--- src/gdh_pkg.sv ---
// Purpose: shared constants for the bus data hold block
// Assumes: byte-wide register port, 16-bit interface data bus
// Notes: hold codes follow the two-bit hold select field
package gdh_pkg;
    localparam int DATA_W = 16;
    localparam int ADDR_W = 16;
    localparam int REG_W = 8;
    localparam logic [15:0] HOLD_AMOUNT_OFS = 16'hE60C;
    localparam logic [15:0] HOLD_STATUS_OFS = 16'hE60D;
    localparam int HOLD_FIELD_LSB = 0;
    localparam int HOLD_FIELD_W = 2;
    localparam logic [1:0] HOLD_NONE = 2'h0;
    localparam logic [1:0] HOLD_HALF = 2'h1;
    localparam logic [1:0] HOLD_ONE = 2'h2;
    localparam logic [1:0] HOLD_RSVD = 2'h3;
    localparam logic [1:0] HOLD_RESET = 2'h0;
    localparam logic [7:0] HOLD_AMOUNT_RESET = 8'h00;
    localparam logic [7:0] UNMAPPED_RDATA = 8'h00;
    localparam int STAT_OE_BIT = 0;
    localparam int STAT_RDY_BIT = 1;
    localparam int STAT_STB_BIT = 2;
    localparam int STAT_FLOW_BIT = 3;
    localparam int SYNC_STAGES = 2;
endpackage : gdh_pkg

--- src/gdh_sync2.sv ---
// Purpose: two flip-flop synchroniser for one pin level
// Assumes: input is asynchronous to i_clk
// Notes: the first stage feeds only the second
`timescale 1ns/1ps
module gdh_sync2 (
    input wire logic i_clk,
    input wire logic i_rst_n,
    input wire logic i_d,
    output logic o_q
);
    logic meta;

    always_ff @(posedge i_clk or negedge i_rst_n) begin
        if (!i_rst_n) begin
            meta <= 1'b0;
            o_q <= 1'b0;
        end else begin
            meta <= i_d;
            o_q <= meta;
        end
    end
endmodule : gdh_sync2

--- src/gdh_hold_stage.sv ---
// Purpose: delays a word by none, half or one clock
// Assumes: i_d comes from a rising-edge register
// Notes: half uses the falling edge, one an extra rising stage
`timescale 1ns/1ps
module gdh_hold_stage #(
    parameter int W = 17
) (
    input wire logic i_clk,
    input wire logic i_rst_n,
    input wire logic [W-1:0] i_d,
    input wire logic [1:0] i_sel,
    output logic [W-1:0] o_q
);
    logic [W-1:0] q_half;
    logic [W-1:0] q_one;

    // half hold: retimed on the opposite edge
    always_ff @(negedge i_clk or negedge i_rst_n) begin
        if (!i_rst_n) begin
            q_half <= '0;
        end else begin
            q_half <= i_d;
        end
    end

    // one hold: a single extra register stage
    always_ff @(posedge i_clk or negedge i_rst_n) begin
        if (!i_rst_n) begin
            q_one <= '0;
        end else begin
            q_one <= i_d;
        end
    end

    always_comb begin
        unique case (i_sel)
            gdh_pkg::HOLD_HALF: o_q = q_half;
            gdh_pkg::HOLD_ONE: o_q = q_one;
            default: o_q = i_d;
        endcase
    end
endmodule : gdh_hold_stage

--- src/gdh_hold_top.sv ---
// Purpose: data hold control for the waveform engine data bus
// Assumes: engine signals share I_REF_CLK; ready strobe is a pin
// Notes: hold applies to data and output enable alike
`timescale 1ns/1ps
module gdh_hold_top (
    input wire logic I_REF_CLK,
    input wire logic I_RST_N,
    input wire logic [15:0] I_REG_ADDR,
    input wire logic [7:0] I_REG_WDATA,
    input wire logic I_REG_WR,
    input wire logic I_REG_RD,
    output logic [7:0] O_REG_RDATA,
    input wire logic [15:0] I_ENG_DATA,
    input wire logic I_ENG_DRIVE,
    input wire logic I_ENG_FLOW,
    input wire logic I_FLOW_SLAVE,
    input wire logic I_STROBE_EDGE,
    input wire logic I_RDY_STROBE,
    output logic [15:0] O_FD_OUT,
    output logic O_FD_OE,
    output logic O_CTL_STROBE,
    output logic O_LAUNCH
);
    logic [1:0] hold_sel;
    logic [15:0] base_data;
    logic base_oe;
    logic rdy_s;
    logic rdy_prev;
    logic strobe;
    logic master_flow;
    logic slave_flow;
    logic master_act;
    logic slave_act;
    logic launch;
    logic [16:0] held;
    logic wr_hold;
    logic [7:0] next_rdata;

    assign master_flow = I_ENG_FLOW && !I_FLOW_SLAVE;
    assign slave_flow = I_ENG_FLOW && I_FLOW_SLAVE;
    assign wr_hold = I_REG_WR && (I_REG_ADDR == gdh_pkg::HOLD_AMOUNT_OFS);

    // register write: reserved code is not taken
    always_ff @(posedge I_REF_CLK or negedge I_RST_N) begin
        if (!I_RST_N) begin
            hold_sel <= gdh_pkg::HOLD_RESET;
        end else if (wr_hold && I_REG_WDATA[1:0] != gdh_pkg::HOLD_RSVD) begin
            hold_sel <= I_REG_WDATA[1:0];
        end
    end

    always_comb begin
        next_rdata = gdh_pkg::UNMAPPED_RDATA;
        if (I_REG_ADDR == gdh_pkg::HOLD_AMOUNT_OFS) begin
            next_rdata[gdh_pkg::HOLD_FIELD_LSB +: gdh_pkg::HOLD_FIELD_W] =
                hold_sel;
        end else if (I_REG_ADDR == gdh_pkg::HOLD_STATUS_OFS) begin
            next_rdata[gdh_pkg::STAT_OE_BIT] = O_FD_OE;
            next_rdata[gdh_pkg::STAT_RDY_BIT] = rdy_s;
            next_rdata[gdh_pkg::STAT_STB_BIT] = strobe;
            next_rdata[gdh_pkg::STAT_FLOW_BIT] = I_ENG_FLOW;
        end
    end

    // read data valid in the cycle after the read strobe only
    always_ff @(posedge I_REF_CLK or negedge I_RST_N) begin
        if (!I_RST_N) begin
            O_REG_RDATA <= gdh_pkg::HOLD_AMOUNT_RESET;
        end else if (I_REG_RD) begin
            O_REG_RDATA <= next_rdata;
        end else begin
            O_REG_RDATA <= gdh_pkg::UNMAPPED_RDATA;
        end
    end

    gdh_sync2 u_rdy_sync (
        .i_clk(I_REF_CLK),
        .i_rst_n(I_RST_N),
        .i_d(I_RDY_STROBE),
        .o_q(rdy_s)
    );

    always_ff @(posedge I_REF_CLK or negedge I_RST_N) begin
        if (!I_RST_N) begin
            rdy_prev <= 1'b0;
        end else begin
            rdy_prev <= rdy_s;
        end
    end

    // slave: activating edge seen after synchronisation
    assign slave_act = slave_flow &&
        (I_STROBE_EDGE ? (rdy_prev && !rdy_s) : (rdy_s && !rdy_prev));
    // master: strobe sits at idle level, next edge is the activating one
    assign master_act = master_flow && (strobe == I_STROBE_EDGE);
    assign launch = master_act || slave_act;

    // master strobe on the control output pin
    always_ff @(posedge I_REF_CLK or negedge I_RST_N) begin
        if (!I_RST_N) begin
            strobe <= 1'b0;
        end else if (master_flow) begin
            strobe <= !strobe;
        end else begin
            strobe <= I_STROBE_EDGE;
        end
    end

    // unheld presentation of data and enable
    always_ff @(posedge I_REF_CLK or negedge I_RST_N) begin
        if (!I_RST_N) begin
            base_data <= '0;
        end else if (!I_ENG_FLOW || launch) begin
            base_data <= I_ENG_DATA;
        end
    end

    always_ff @(posedge I_REF_CLK or negedge I_RST_N) begin
        if (!I_RST_N) begin
            base_oe <= 1'b0;
        end else begin
            base_oe <= I_ENG_DRIVE;
        end
    end

    always_ff @(posedge I_REF_CLK or negedge I_RST_N) begin
        if (!I_RST_N) begin
            O_LAUNCH <= 1'b0;
        end else begin
            O_LAUNCH <= launch;
        end
    end

    assign O_CTL_STROBE = strobe;

    // one hold path for every state, data and enable together
    gdh_hold_stage #(
        .W(17)
    ) u_hold (
        .i_clk(I_REF_CLK),
        .i_rst_n(I_RST_N),
        .i_d({base_oe, base_data}),
        .i_sel(hold_sel),
        .o_q(held)
    );

    assign O_FD_OUT = held[15:0];
    assign O_FD_OE = held[16];
endmodule : gdh_hold_top

--- config.mk ---
export PLATFORM = sky130hd
export DESIGN_NAME = gdh_hold_top
export DESIGN_NICKNAME = d
export VERILOG_FILES = /design/src/gdh_pkg.sv /design/src/gdh_sync2.sv /design/src/gdh_hold_stage.sv /design/src/gdh_hold_top.sv
export SDC_FILE = /design/constraint.sdc
export NUM_CORES = 1
export LEC_CHECK = 0
export BUFFER_PORTS_ARGS = -buffer_cell sky130_fd_sc_hd__buf_4
export CORE_MARGIN = 1
export CORE_UTILIZATION = 45
export DETAILED_ROUTE_END_ITERATION = 10
export PLACE_DENSITY = 0.79
export SLEW_MARGIN = 20
export SYNTH_ARGS = -nofsm -noshare
export SYNTH_HDL_FRONTEND = slang
export SYNTH_SLANG_ARGS = --single-unit
--- constraint.sdc ---
create_clock -name I_REF_CLK -period 4.6 [get_ports I_REF_CLK]
set_input_delay 0.46 -clock I_REF_CLK [delete_from_list [all_inputs] [get_ports I_REF_CLK]]
set_output_delay 0.46 -clock I_REF_CLK [all_outputs]
set_load 0.05 [all_outputs]
Word-level counts from Yosys, hierarchy flattened
Cells that the tools add are included.

word-level totals
  flip-flop bits (word level) = 66
  input bits = 49
  output and inout port bits = 27
  word-level logic and storage cells = 39

operators by class
  equality and inequality tests = 6
  multiplexer cells = 7
  reduce and logical (&&, ||, !) cells = 15

operators with widths
  cell                  count
  $pmux 17 s2           1
  $eq 16x16->1 const B  2
  $logic_and 1x1->1     8
  $mux 4                2
  $logic_not 1->1       5
  $mux 2                2
  $eq 2x1->1 const B    1
  $eq 2x2->1 const B    1
  $logic_or 1x1->1      2
  $mux 1                2
  $ne 2x2->1 const B    1
  $eq 1x1->1            1

Depth between registers and ports, before layout
  depth after elaboration = 6
  mapped depth = 7
  gate-level depth less buffers = 6

By module
Synthesis repeated with hierarchy kept, for this count alone.

unflattened totals
  cell total of the unflattened synthesis = 176
  area total of the unflattened synthesis = 2428.6 um^2

by module, submodules not included
  module          instances  cells an instance  area an instance (um^2)  sequential area each (um^2)
  gdh_hold_stage  1          96                 1281.2                   850.8
  gdh_hold_top    1          78                 1097.3                   650.6
  gdh_sync2       1          2                  50.0                     50.0

==> flow_summary.json <==
{
  "vias_per_cell": 5.00,
  "start_kind": "flop",
  "critPathCaptureType": "output port",
  "hp-class": "in -> async",
  "ys_warn_count": 0,
  "peakVddDrop_v": 0.000324,
  "p_leak_nw": 1.44,
  "core_um2": 4850,
  "p_comb_share_pct": 15.0,
  "grt_usage_pct": 18.0,
  "rsz0062_at_grt": "false",
  "cts_buffers": 9,
  "drtIter0Drc": 50,
  "numClockSinks": 62,
  "synth_top_area_share_pct": 48.2,
  "cp_slowest_stage_delay_ps": 390,
  "holdBufCountCts": 0,
  "cts_max_level": 3,
  "final-setup-viol-count": 0,
  "drtAntennaViolNets": 0,
  "grt_overflow": 0,
  "clkPwrFrac_pct": 36.3,
  "cts-root-buf": "clkbuf_8",
  "yosysUniqueCellTypes": 28,
  "clkSlewWorstSetupHoldPaths_ps": 60,
  "wl_per_cell_um": 13.9,
  "synth_ff_type": "dfrtp_1",
  "synth-edff-count": 0,
  "fin_tns_setup_ps": 0,
  "synth_top_cell_by_area": "dfrtp_1",
  "maxSlewHeadroom_pct": 40.4,
  "pwr-share-seq_pct": 48.7,
  "die_h_um": 74.1,
  "num_antenna_cells": 0,
  "m1WireLength_um": 1760,
  "arrival_ps": 3680,
  "finalInstanceArea_um2": 3060,
  "drv_slew": 0,
  "p_sw_w": 0.000337,
  "io_buffers": 65,
  "tightest_slew_ps": 894,
  "wl_met2_um": 2190,
  "cts_setup_buffers": 0,
  "globalplace.congestion": 0.766,
  "die_w_um": 74.1,
  "path_buf_inv": 1,
  "n_fill_cell": 393,
  "grt_first_pass_wirelength_um": 6980,
  "ctsResizeCount": 0,
  "synth_area_um2": 2340,
  "start_util_pct": 48.2,
  "multi_input_area_um2": 726,
  "grt_max_degree": 63,
  "drive_gt1_share_pct": 40.3,
  "criticalPathCategory": "reg -> out",
  "switching_share_pct": 26.2,
  "yosys-top-cells-area": "dfrtp_1 (48%), dfrtn_1 (18%), mux2_2 (7.7%)",
  "dieArea_um2": 5490,
  "ys_seq_area_share_pct": 66.3,
  "num_rows": 25,
  "antenna_found_initial": 0,
  "ys_seq_elements": 62,
  "cts_buffer_depth": 2,
  "wl_met3_um": 313,
  "grt_pass1_vias": 1550,
  "syn_area_per_cell_um2": 13.3,
  "synthCells": 176,
  "crit_slowest_cell": "dfrtn_1",
  "status": "completed",
  "layout.nets": 294,
  "holdWs_ps": 188,
  "vias": 1576,
  "routed.top_layer": "met4",
  "first_pass_iters": 5,
  "async_flop_share_pct": 100,
  "syn_to_final_growth_pct": 30.9,
  "drc": 0,
  "max_cap_violations": 0,
  "clkLatencyLatePin_ps": 330,
  "dpl-instance-area_um2": 2860,
  "power_density_nw_per_um2": 422,
  "power.internal_w": 0.000953,
  "skew_ps": 15.1,
  "worstPathCellList": "a22oi_1 > o21ai_0 > buf_4",
  "pin_count": 76,
  "wirelength_um": 4370,
  "final-hold-violation-count": 0,
  "cp_max_fo": 2,
  "cts_tree": "built",
  "critPathTopFamily": "compound AO/OA/AOI/OAI gates",
  "post-dp-hpwl_um": 2800,
  "worstPathRequired_ps": 4140,
  "regArea_um2": 1550,
  "post-route-util_pct": 63.1
}
## kinds of logic after synthesis
family,Yosys count,share of synthesized area (%)
adders and majority gates,2,1.07
buffers and inverters,15,3.10
and+or+nand+nor,35,9.47
DFF,62,66.3
other,1,0.160
xor gates and xnor gates,1,0.375
muxes,18,8.56
AOI/OAI and AO/OA,42,10.9
## registers in the layout, indices dropped and copies added (netlist names)
register and count:
O_LAUNCH 1, base_data 16, u_hold.q_one 17, base_oe 1, u_rdy_sync.meta 1, u_rdy_sync.o_q 1, u_hold.q_half 17, O_CTL_STROBE 1
hold_sel 2, rdy_prev 1, O_REG_RDATA 4
## cell usage in the layout (no fill, tap or decap), drive strengths merged
master and instances:
nand4bb 1, ha 2, o31ai 1, bufinv 1, nor3b 1, nor2 4, nand3b 1, nand2b 2
or4bb 1, dfrtp 45, o21ai 19, mux2i 2, and2 1, or4b 1, dfrtn 17, clkbuf 12
conb 4, buf 65, a22oi 17, nand2 18, nor4 1, and3 2, mux2 16, and3b 1
a21oi 5, nand3 1, clkinv 3, xnor2 1, inv 3
## final cells by class
| type | count | share of cell area [%] |
|---|---|---|
| clock inverter | 4 | 1.47 |
| tap | 67 | 2.74 |
| multi-input combinational | 102 | 23.7 |
| sequential | 62 | 50.7 |
| inverter | 3 | 0.368 |
| clock buffer | 12 | 5.07 |
| timing repair buffer | 65 | 15.9 |
## per-stage QoR
stage               setup slack [ps]  power (W)  cells
floorplan                        263   0.000754    179
detailed placement               828   0.000834    299
finish                           459    0.00129    315
global route                     424    0.00135    315
global placement                 907   0.000828    299
CTS                              484    0.00131    315
## synthesized netlist by cell type (2+ instances only)
| cell type | n |
|---|---|
| a21oi_1 | 5 |
| a22oi_1 | 17 |
| and3_1 | 2 |
| buf_4 | 4 |
| clkbuf_1 | 7 |
| dfrtn_1 | 17 |
| dfrtp_1 | 45 |
| ha_1 | 2 |
| inv_1 | 3 |
| mux2_2 | 16 |
| mux2i_1 | 2 |
| nand2_1 | 18 |
| nand2b_1 | 2 |
| nor2_1 | 4 |
| o21ai_0 | 19 |
## routing by layer
layer / up-vias / global-route usage, %
met1: 765 / 21.4
met4: 0 / 11.5
li1: 743 / -
met3: 11 / 6.10
met2: 57 / 28.3
met5: - / 0
## worst paths after layout
path / from / end / slack, ps / depth (start not counted)
min in group I_REF_CLK: I_ENG_DRIVE / base_oe$_DFF_PN0_ / 230 / 1
hold / removal: I_RST_N / u_rdy_sync.o_q$_DFF_PN0_ / 190 / 1
setup / recovery: u_hold.q_half[16]$_DFF_NN0_ / O_FD_OE / 460 / 3
max in group asynchronous: I_RST_N / u_hold.q_half[9]$_DFF_NN0_ / 1700 / 1
hold reg to reg: u_rdy_sync.meta$_DFF_PN0_ / u_rdy_sync.o_q$_DFF_PN0_ / 350 / 0
setup reg to reg: u_hold.q_half[16]$_DFF_NN0_ / O_REG_RDATA[0]$_DFF_PN0_ / 1210 / 4
## power groups by stage
stage	Combinational [W]	Sequential [W]	Clock (W)
final	0.000194	0.000629	0.000468
after global routing	0.000207	0.000635	0.000504
after CTS	0.000197	0.000629	0.000483
after detailed placement	0.000196	0.000639	0
after global placement	0.000194	0.000634	0
after floorplan	0.000118	0.000636	0
(Power assumes the default switching activity.)
